### src/common/io_status_defs.vh
// Constants for the eight-in / eight-out field module status logic
// How it works
// - Halted host: substitute mode drives substitute level
// - Output image bit n drives output n
// - Value status 1 only if level present
// - Fault lamp dark without backplane supply
// - Fault lamp flashes before parameters arrive
// - Fault lamp steady when parameterised, no diagnostics
// - Fault lamp flashes when diagnostics active
// - Input lamp follows input signal
// - Output lamp lit when activated and 1
// - Output lamp dark when off, 0 or faulted
// - Supply lamp follows field supply
// - Diagnostic interrupt on listed fault events
// - Each event gives message and flashing lamp
// - Codes: short-circuit 1, wire break 6
// - Input open circuit reports wire break
// - Output open circuit reports wire break
// - Codes: parameter error 10, supply 11
// - Update state: code 1F, no I/O
// - Disabled input channel is not processed
`ifndef IO_STATUS_DEFS_VH
`define IO_STATUS_DEFS_VH

`define NCH           8
`define CHAN_W        3
`define SYNC_W        50
`define OUT_IMAGE_RST 8'h00

// Stop reaction encodings, two bits per channel
`define STOP_OFF      2'h0
`define STOP_HOLD     2'h1
`define STOP_SUBST    2'h2

// Diagnostic error codes
`define CODE_SHORT    8'h01
`define CODE_WBREAK   8'h06
`define CODE_PARAM    8'h10
`define CODE_SUPPLY   8'h11
`define CODE_UPDATE   8'h1F

// Diagnostic source vector layout
`define SRC_W         27
`define SRC_IDX_W     5
`define SRC_SC_LO     5'h00
`define SRC_DIWB_LO   5'h08
`define SRC_DQWB_LO   5'h10
`define SRC_PARAM     5'h18
`define SRC_SUPPLY    5'h19
`define SRC_UPDATE    5'h1A

// Timing
`define CLK_PERIOD_NS 4
`define FLASH_HALF_MS 250

`endif

### src/pin_sync.v
// Two-stage synchroniser for asynchronous pin levels
module pin_sync #(
  parameter W = 1
) (
  // Clock and reset
  input  wire         mclk,
  input  wire         rst,
  // Levels
  input  wire [W-1:0] async_in,
  output wire [W-1:0] sync_out
);

  reg [W-1:0] meta_q;
  reg [W-1:0] stable_q;

  // First stage feeds only the second
  always @(posedge mclk or posedge rst)
  begin
    if (rst)
    begin
      meta_q   <= {W{1'b0}};
      stable_q <= {W{1'b0}};
    end
    else
    begin
      meta_q   <= async_in;
      stable_q <= meta_q;
    end
  end

  assign sync_out = stable_q;

endmodule // pin_sync

### src/flash_gen.v
// Square wave for flashing lamps
module flash_gen #(
  parameter HALF_CYC = 62500000
) (
  // Clock and reset
  input  wire mclk,
  input  wire rst,
  // Flash level
  output wire flash
);

  reg [31:0] cnt_q;
  reg        phase_q;

  // Toggle phase every half period
  always @(posedge mclk or posedge rst)
  begin
    if (rst)
    begin
      cnt_q   <= 32'h00000000;
      phase_q <= 1'b0;
    end
    else if (cnt_q >= HALF_CYC - 1)
    begin
      cnt_q   <= 32'h00000000;
      phase_q <= ~phase_q;
    end
    else
    begin
      cnt_q   <= cnt_q + 32'h00000001;
    end
  end

  assign flash = phase_q;

endmodule // flash_gen

### src/io_module_status_fault_lamp.v
// Process image, value status, lamps and diagnostics of the I/O module
`include "io_status_defs.vh"

module io_module_status_fault_lamp #(
  parameter FLASH_HALF_CYC = `FLASH_HALF_MS * 1000000 / `CLK_PERIOD_NS
) (
  // Clock and reset
  input  wire         mclk,
  input  wire         rst,
  // Host image exchange
  input  wire         out_image_wr,
  input  wire [7:0]   out_image_wdata,
  output wire [7:0]   output_image,
  output wire [7:0]   input_image,
  output wire [7:0]   value_status,
  // Host state and parameters
  input  wire         host_halted,
  input  wire         params_valid,
  input  wire         param_error,
  input  wire         fw_update,
  input  wire [7:0]   di_enable,
  input  wire [7:0]   dq_enable,
  input  wire [15:0]  stop_mode,
  input  wire [7:0]   subst_level,
  input  wire         fault_lamp_supply_en,
  input  wire         fault_lamp_di_wb_en,
  input  wire         fault_lamp_sc_gnd_en,
  input  wire         fault_lamp_sc_sup_en,
  input  wire         fault_lamp_dq_wb_en,
  // Terminal sense pins
  input  wire [7:0]   sensing_channel,
  input  wire [7:0]   in_open_pin,
  input  wire [7:0]   out_fb_pin,
  input  wire [7:0]   out_sc_gnd_pin,
  input  wire [7:0]   out_sc_sup_pin,
  input  wire [7:0]   out_open_pin,
  input  wire         field_supply_pin,
  input  wire         backplane_ok_pin,
  // Output drivers
  output wire [7:0]   out_drive,
  // Lamps
  output wire         fault_lamp,
  output wire         supply_lamp,
  output wire [7:0]   in_lamp,
  output wire [7:0]   out_lamp,
  // Diagnostic messages
  output wire         fault_lamp_irq,
  output wire [7:0]   fault_lamp_code,
  output wire [2:0]   fault_lamp_chan,
  output wire         fault_lamp_active
);

  // Synchronised pin levels
  wire [`SYNC_W-1:0] pins_s;
  wire [7:0]         in_s;
  wire [7:0]         in_open_s;
  wire [7:0]         fb_s;
  wire [7:0]         sc_gnd_s;
  wire [7:0]         sc_sup_s;
  wire [7:0]         out_open_s;
  wire               supply_s;
  wire               backplane_s;
  wire               flash;

  // Registers
  reg  [7:0]         out_image_q;
  reg  [7:0]         out_drive_q;
  reg  [7:0]         out_drive_d;
  reg  [7:0]         in_image_q;
  reg  [7:0]         qi_q;
  reg  [`SRC_W-1:0]  reported_q;
  reg                irq_q;
  reg  [7:0]         code_q;
  reg  [2:0]         chan_q;
  reg                fault_lamp_q;
  reg                supply_lamp_q;
  reg  [7:0]         in_lamp_q;
  reg  [7:0]         out_lamp_q;
  // Fills with ones as the pin synchroniser fills after reset
  reg  [1:0]         warm_q;
  wire               sync_full;

  // Diagnostic sources
  wire [7:0]         sc_chan;
  wire [7:0]         di_wb;
  wire [7:0]         dq_wb;
  wire [7:0]         chan_fault;
  wire [`SRC_W-1:0]  cond;
  wire [`SRC_W-1:0]  pending;
  wire [`SRC_IDX_W-1:0] pick;
  wire               any_active;

  integer            k;

  // Error code for a source index
  function [7:0] code_of;
    input [`SRC_IDX_W-1:0] idx;
    begin
      if (idx < `SRC_DIWB_LO)
        code_of = `CODE_SHORT;
      else if (idx < `SRC_PARAM)
        code_of = `CODE_WBREAK;
      else if (idx == `SRC_PARAM)
        code_of = `CODE_PARAM;
      else if (idx == `SRC_SUPPLY)
        code_of = `CODE_SUPPLY;
      else
        code_of = `CODE_UPDATE;
    end
  endfunction

  // Channel number for a source index, zero for module events
  function [2:0] chan_of;
    input [`SRC_IDX_W-1:0] idx;
    begin
      if (idx < `SRC_PARAM)
        chan_of = idx[2:0];
      else
        chan_of = 3'h0;
    end
  endfunction

  // Lowest set bit of a source vector
  function [`SRC_IDX_W-1:0] first_set;
    input [`SRC_W-1:0] vec;
    integer i;
    begin
      first_set = {`SRC_IDX_W{1'b0}};
      for (i = `SRC_W - 1; i >= 0; i = i - 1)
        if (vec[i])
          first_set = i[`SRC_IDX_W-1:0];
    end
  endfunction

  // Pin synchroniser
  pin_sync #(
    .W        (`SYNC_W)
  ) u_sync (
    .mclk     (mclk),
    .rst      (rst),
    .async_in ({backplane_ok_pin, field_supply_pin, out_open_pin,
                out_sc_sup_pin, out_sc_gnd_pin, out_fb_pin,
                in_open_pin, sensing_channel}),
    .sync_out (pins_s)
  );

  assign in_s        = pins_s[7:0];
  assign in_open_s   = pins_s[15:8];
  assign fb_s        = pins_s[23:16];
  assign sc_gnd_s    = pins_s[31:24];
  assign sc_sup_s    = pins_s[39:32];
  assign out_open_s  = pins_s[47:40];
  assign supply_s    = pins_s[48];
  assign backplane_s = pins_s[49];

  // Synchroniser fill tracker: pins read as the reset level
  // for two edges after reset, which would look like a lost
  // field supply and raise a false start-up message
  always @(posedge mclk or posedge rst)
  begin
    if (rst)
      warm_q <= 2'h0;
    else
      warm_q <= {warm_q[0], 1'b1};
  end

  // Synchronised levels are real from here on
  assign sync_full = warm_q[1];

  // Lamp flash source
  flash_gen #(
    .HALF_CYC (FLASH_HALF_CYC)
  ) u_flash (
    .mclk     (mclk),
    .rst      (rst),
    .flash    (flash)
  );

  // Output image register
  // host byte store
  always @(posedge mclk or posedge rst)
  begin
    if (rst)
      out_image_q <= `OUT_IMAGE_RST;
    else if (out_image_wr)
      out_image_q <= out_image_wdata;
  end

  // Next output drive per channel
  always @*
  begin
    out_drive_d = 8'h00;
    for (k = 0; k < `NCH; k = k + 1)
    begin
      if (fw_update)
        out_drive_d[k] = 1'b0;
      else if (!dq_enable[k])
        out_drive_d[k] = 1'b0;
      else if (host_halted)
      begin
        case (stop_mode[2*k +: 2])
          `STOP_HOLD:
            out_drive_d[k] = out_drive_q[k];
          `STOP_SUBST:
            out_drive_d[k] = subst_level[k];
          default:
            out_drive_d[k] = 1'b0;
        endcase
      end
      else
        out_drive_d[k] = out_image_q[k];
    end
  end

  // Output driver register
  // update blocks outputs
  always @(posedge mclk or posedge rst)
  begin
    if (rst)
      out_drive_q <= 8'h00;
    else
      out_drive_q <= out_drive_d;
  end

  // Input image register, frozen during update
  always @(posedge mclk or posedge rst)
  begin
    if (rst)
      in_image_q <= 8'h00;
    else if (!fw_update)
      in_image_q <= in_s & di_enable;
  end

  // Per-channel fault sources
  // input wire break
  assign di_wb = in_open_s & di_enable & {`NCH{fault_lamp_di_wb_en}};
  assign dq_wb = out_open_s & dq_enable & {`NCH{fault_lamp_dq_wb_en}};
  assign sc_chan = dq_enable & ((sc_gnd_s & {`NCH{fault_lamp_sc_gnd_en}}) |
                                (sc_sup_s & {`NCH{fault_lamp_sc_sup_en}}));
  assign chan_fault = sc_chan | dq_wb;

  // Diagnostic condition vector
  // all event kinds
  // Supply event masked until synchroniser has filled
  assign cond = {fw_update,
                 ~supply_s & sync_full & fault_lamp_supply_en,
                 param_error,
                 dq_wb, di_wb, sc_chan};

  assign pending    = cond & ~reported_q;
  assign pick       = first_set(pending);
  assign any_active = |cond;

  // Value status: commanded level really at terminal
  // readback compare
  always @(posedge mclk or posedge rst)
  begin
    if (rst)
      qi_q <= 8'h00;
    else if (fw_update)
      qi_q <= 8'h00;
    else
      qi_q <= dq_enable & ~(fb_s ^ out_drive_q) & ~chan_fault
              & {`NCH{supply_s}};
  end

  // Message emitter, one event per cycle
  // coded messages
  always @(posedge mclk or posedge rst)
  begin
    if (rst)
    begin
      reported_q <= {`SRC_W{1'b0}};
      irq_q      <= 1'b0;
      code_q     <= 8'h00;
      chan_q     <= 3'h0;
    end
    else
    begin
      // Cleared when source goes away, set on emission
      reported_q <= (reported_q & cond) |
                    ((|pending) ? ({{(`SRC_W-1){1'b0}}, 1'b1} << pick)
                                : {`SRC_W{1'b0}});
      irq_q      <= |pending;
      if (|pending)
      begin
        code_q <= code_of(pick);
        chan_q <= chan_of(pick);
      end
    end
  end

  // Lamp registers
  always @(posedge mclk or posedge rst)
  begin
    if (rst)
    begin
      fault_lamp_q  <= 1'b0;
      supply_lamp_q <= 1'b0;
      in_lamp_q     <= 8'h00;
      out_lamp_q    <= 8'h00;
    end
    else
    begin
      if (!backplane_s)
        fault_lamp_q <= 1'b0;
      else if (!params_valid)
        fault_lamp_q <= flash;
      else if (any_active)
        fault_lamp_q <= flash;
      else
        fault_lamp_q <= 1'b1;
      supply_lamp_q <= supply_s;
      in_lamp_q     <= in_image_q;
      out_lamp_q    <= dq_enable & out_drive_q & ~chan_fault;
    end
  end

  // Output assignments
  assign output_image = out_image_q;
  assign input_image  = in_image_q;
  assign value_status = qi_q;
  assign out_drive    = out_drive_q;
  assign fault_lamp   = fault_lamp_q;
  assign supply_lamp  = supply_lamp_q;
  assign in_lamp      = in_lamp_q;
  assign out_lamp     = out_lamp_q;
  assign fault_lamp_irq     = irq_q;
  assign fault_lamp_code    = code_q;
  assign fault_lamp_chan    = chan_q;
  assign fault_lamp_active  = any_active;

endmodule // io_module_status_fault_lamp

### config.mk
export PLATFORM = sky130hd
export DESIGN_NAME = io_module_status_fault_lamp
export DESIGN_NICKNAME = d
export VERILOG_FILES = /design/src/pin_sync.v /design/src/flash_gen.v /design/src/io_module_status_fault_lamp.v
export VERILOG_INCLUDE_DIRS = /design/src /design/src/common
export SDC_FILE = /design/constraint.sdc
export NUM_CORES = 1
export LEC_CHECK = 0
export ABC_AREA = 1
export BUFFER_PORTS_ARGS = -buffer_cell sky130_fd_sc_hd__buf_2
export CORE_UTILIZATION = 54
export CTS_CLUSTER_SIZE = 10
export DETAILED_ROUTE_END_ITERATION = 8
export PLACE_DENSITY = 0.87
export SYNTH_ARGS = -nofsm -noshare
export SYNTH_HDL_FRONTEND = slang
export SYNTH_SLANG_ARGS = --single-unit
### constraint.sdc
create_clock -name mclk -period 7.9 [get_ports mclk]
set_input_delay 0.79 -clock mclk [delete_from_list [all_inputs] [get_ports mclk]]
set_output_delay 0.79 -clock mclk [all_outputs]
set_load 0.01 [all_outputs]
==> results.toml <==
[floorplanning]
ios = 173
die_area_mm2 = 0.0160
die_h_um = 126
start_util_pct = 55.2
fp.dieW_um = 126
rows = 45
coreArea_mm2 = 0.0151

[placed_design]
placed_area_mm2 = 0.00940
gp_congestion = 0.956
io_buffers = 169
dpl.hpwl_um = 13200
dp.cells = 1146

[synth]
synth.largest_area_cell = "dfrtp_1"
synth_seq_cells = 220
yosysSeqAreaShare_pct = 65.8
synth-main-ff-cell = "dfrtp_1"
synth_edf_count = 0
yosysTopAreaCellShare_pct = 65.8
syn-instance-count = 796
yosys_warnings = 0
synthTopCellsByArea = "dfrtp_1 66%, nand2_1 6.3%, inv_1 4.3%, nor2_1 3.3%, nand3_1 2.9%"
syn-cell-area_mm2 = 0.00836
syn_area_per_cell_um2 = 10.5
synth.distinct_cells = 45
async_flop_share_pct = 100

[drt]
drtPass1Iterations = 6
drtAntennaViolNets = 0
drc = 0
viasPerCell = 5.21
dr_total_vias = 6105
post_drt_wl_per_cell_um = 15.5
dr.first_iter.drc_count = 430
drt_wl_total_um = 18200

[worst_setup_path]
critPathLaunchType = "input pin"
cp.arrival_ns = 2.24
crit_fanout = 8
slowest_delay_ns = 0.36
end_kind = "primary output"
required_ns = 7.11
rrSetupSlack_ns = 5.02
crit_type = "in -> out"
worstPathCellList = "buf_2 > a22o_1 > nand2_1 > nand4_1 > nor4_1 > nand2_1 > buf_2"
crit_slowest_cell = "nor4_1"

[finish]
seq_area_mm2 = 0.00551
diodes = 0
finalNetCount = 1096
nFillCells = 1148
finish.instance_area_mm2 = 0.0100
drive_gt1_share_pct = 25.2
finalNonFillerCells = 1172
multi_input_area_mm2 = 0.00240
area_delta_synth_final_pct = 20.0

[global_routing]
grt_max_degree = 168
grt_antenna_before_repair = 0
grt_use_total_pct = 23.3
grt_pass1_wl_um = 29100
grt_pass1_vias = 5955
overflow = 0

[clock_tree]
max-clock-path-buffers = 3
cts_max_level = 1
postCtsSetupBuffers = 0
cts_buffers = 25
cts.repair.resized = 0
cts_tree = "built"
postCtsHoldBufs = 0
clk_latency_ns = 0.51
cts_root_buf = "clkbuf_16"
cts.clk_slew.worst_paths_ns = 0.05
cts_sinks = 220

[timing]
finClkSkew_ns = 0.0123
setup-tns-final_ns = 0
drv_slew = 0
hold_violations = 0
max_slew_margin_pct = 29.5
rsz0062_at_grt = "false"
min_period_ns = 3.03
setup_violations = 0
fmax_mhz = 331
hold_slack_ns = 0.342
worstMarginPinSlew_ns = 1.06
final.period_utilization_pct = 38.3

[pwr]
ir_drop_uv = 163
leakagePower_nw = 5.09
total_power_mw = 2.40
cellPowerDensity_mw_per_mm2 = 239

[run]
cap_violations = 0

[worst_hold_path]
min_path_type = "reg -> reg"

[outcome]
status = "completed"
## synthesized netlist by cell type, types with 2 or more instances
master and number:
a21oi_1 21, a22o_1 8, a31oi_1 3, a32o_1 4
buf_4 5, clkbuf_1 8, conb_1 2, dfrtp_1 220
inv_1 96, inv_2 10, mux2_2 4, nand2_1 141
nand2_2 7, nand3_1 49, nand3_2 5, nand4_1 13
nor2_1 73, nor2_2 8, nor2_4 5, nor3_1 34
nor3_4 2, nor4_1 3, nor4_4 2, o21a_1 2
o21ai_0 21, o21ai_1 9, o22ai_1 9, o22ai_2 2
o32ai_1 4, xnor2_1 3, xor2_1 9
## state kept, by name (all words and copies together) (netlist names)
register and cells:
u_sync.meta_q 50, u_sync.sync_out 50, u_flash.cnt_q 32, reported_q 27, in_lamp 8, input_image 8, out_drive 8, out_lamp 8
output_image 8, value_status 8, fault_lamp_code 4, fault_lamp_chan 3, warm_q 2, fault_lamp 1, fault_lamp_irq 1, supply_lamp 1
u_flash.flash 1
## metrics by stage
stage / worst slack [ns] / util, %
floorplan: 1.09 / -
global placement: 4.78 / 62.1
detailed placement: 4.65 / 62.1
CTS: 4.93 / 66.3
global route: 4.74 / 66.3
finish: 4.87 / 66.3
## final timing paths
kind / start / end / cells past startpoint
max: fault_lamp_sc_gnd_en / fault_lamp_active / 7
min reg2reg: u_sync.meta_q[5]$_DFF_PP0_ / u_sync.sync_out[5]$_DFF_PP0_ / 0
min: u_sync.meta_q[5]$_DFF_PP0_ / u_sync.sync_out[5]$_DFF_PP0_ / 0
max reg2reg: u_flash.cnt_q[0]$_DFF_PP0_ / u_flash.cnt_q[19]$_DFF_PP0_ / 15
min in group asynchronous: rst / fault_lamp$_DFF_PP0_ / 2
max in group asynchronous: rst / u_sync.sync_out[16]$_DFF_PP0_ / 3
## per-layer routing
| metal | vias up | global-route usage, % | routed length [µm] |
|---|---|---|---|
| met4 | 0 | 9.57 | 673 |
| met2 | 217 | 39.6 | 9080 |
| met3 | 59 | 4.47 | 1100 |
| met5 | - | 0 | 0 |
| met1 | 2899 | 29.7 | 7320 |
| li1 | 2930 | - | - |
## logic make-up (layout without fill, tap and decap cells)
group / after synthesis / in the layout / synth area share, %
XOR/XNOR: 12 / 12 / 1.26
buffers and inverters: 122 / 302 / 5.80
flip-flops: 220 / 220 / 65.8
adder cells (fa/ha/maj): 1 / 1 / 0.150
multiplexers: 4 / 4 / 0.538
AO/OA/AOI/OAI: 88 / 88 / 6.72
AND/OR/NAND/NOR: 347 / 347 / 19.6
other: 2 / 10 / 0.0898
## cell type report
class                      instances  share of cell area, %
tap                              188                   2.34
timing repair buffer             170                   8.50
clock inverter                     1                 0.0873
clock buffer                      25                   6.23
multi-input combinational        462                   23.9
inverter                         106                   4.04
sequential                       220                   54.8
## worst max-delay path: cells and delay by family
kind	cells	cell delay, ns
buf+inv	2	0.33
simple gates	4	0.86
compound gates	1	0.25
## cells in the final DEF (no fill, tap or decap), types with 2 or more instances in the layout
cell type,instances
xnor2_1,3
nand3_1,49
inv_2,10
o21a_1,2
mux2_2,4
nor4_4,2
inv_1,95
o32ai_1,4
conb_1,10
xor2_1,9
nor2_1,73
nor3_4,2
nand3_2,5
a32o_1,4
clkbuf_16,25
nor2_4,5
a31oi_1,3
o22ai_2,2
nor3_1,34
nor4_1,3
nand4_1,13
a21oi_1,21
nand2_1,141
o22ai_1,9
o21ai_1,9
buf_2,169
a22o_1,8
dfrtp_1,220
nand2_2,7
o21ai_0,21
nor2_2,8
## power by group
group	internal [mW]	total, mW	switching [mW]
combinational	0.0809	0.238	0.157
clock	0.553	0.942	0.389
sequential	1.19	1.22	0.0260
total	1.82	2.40	0.572
(Power assumes the default switching activity.)
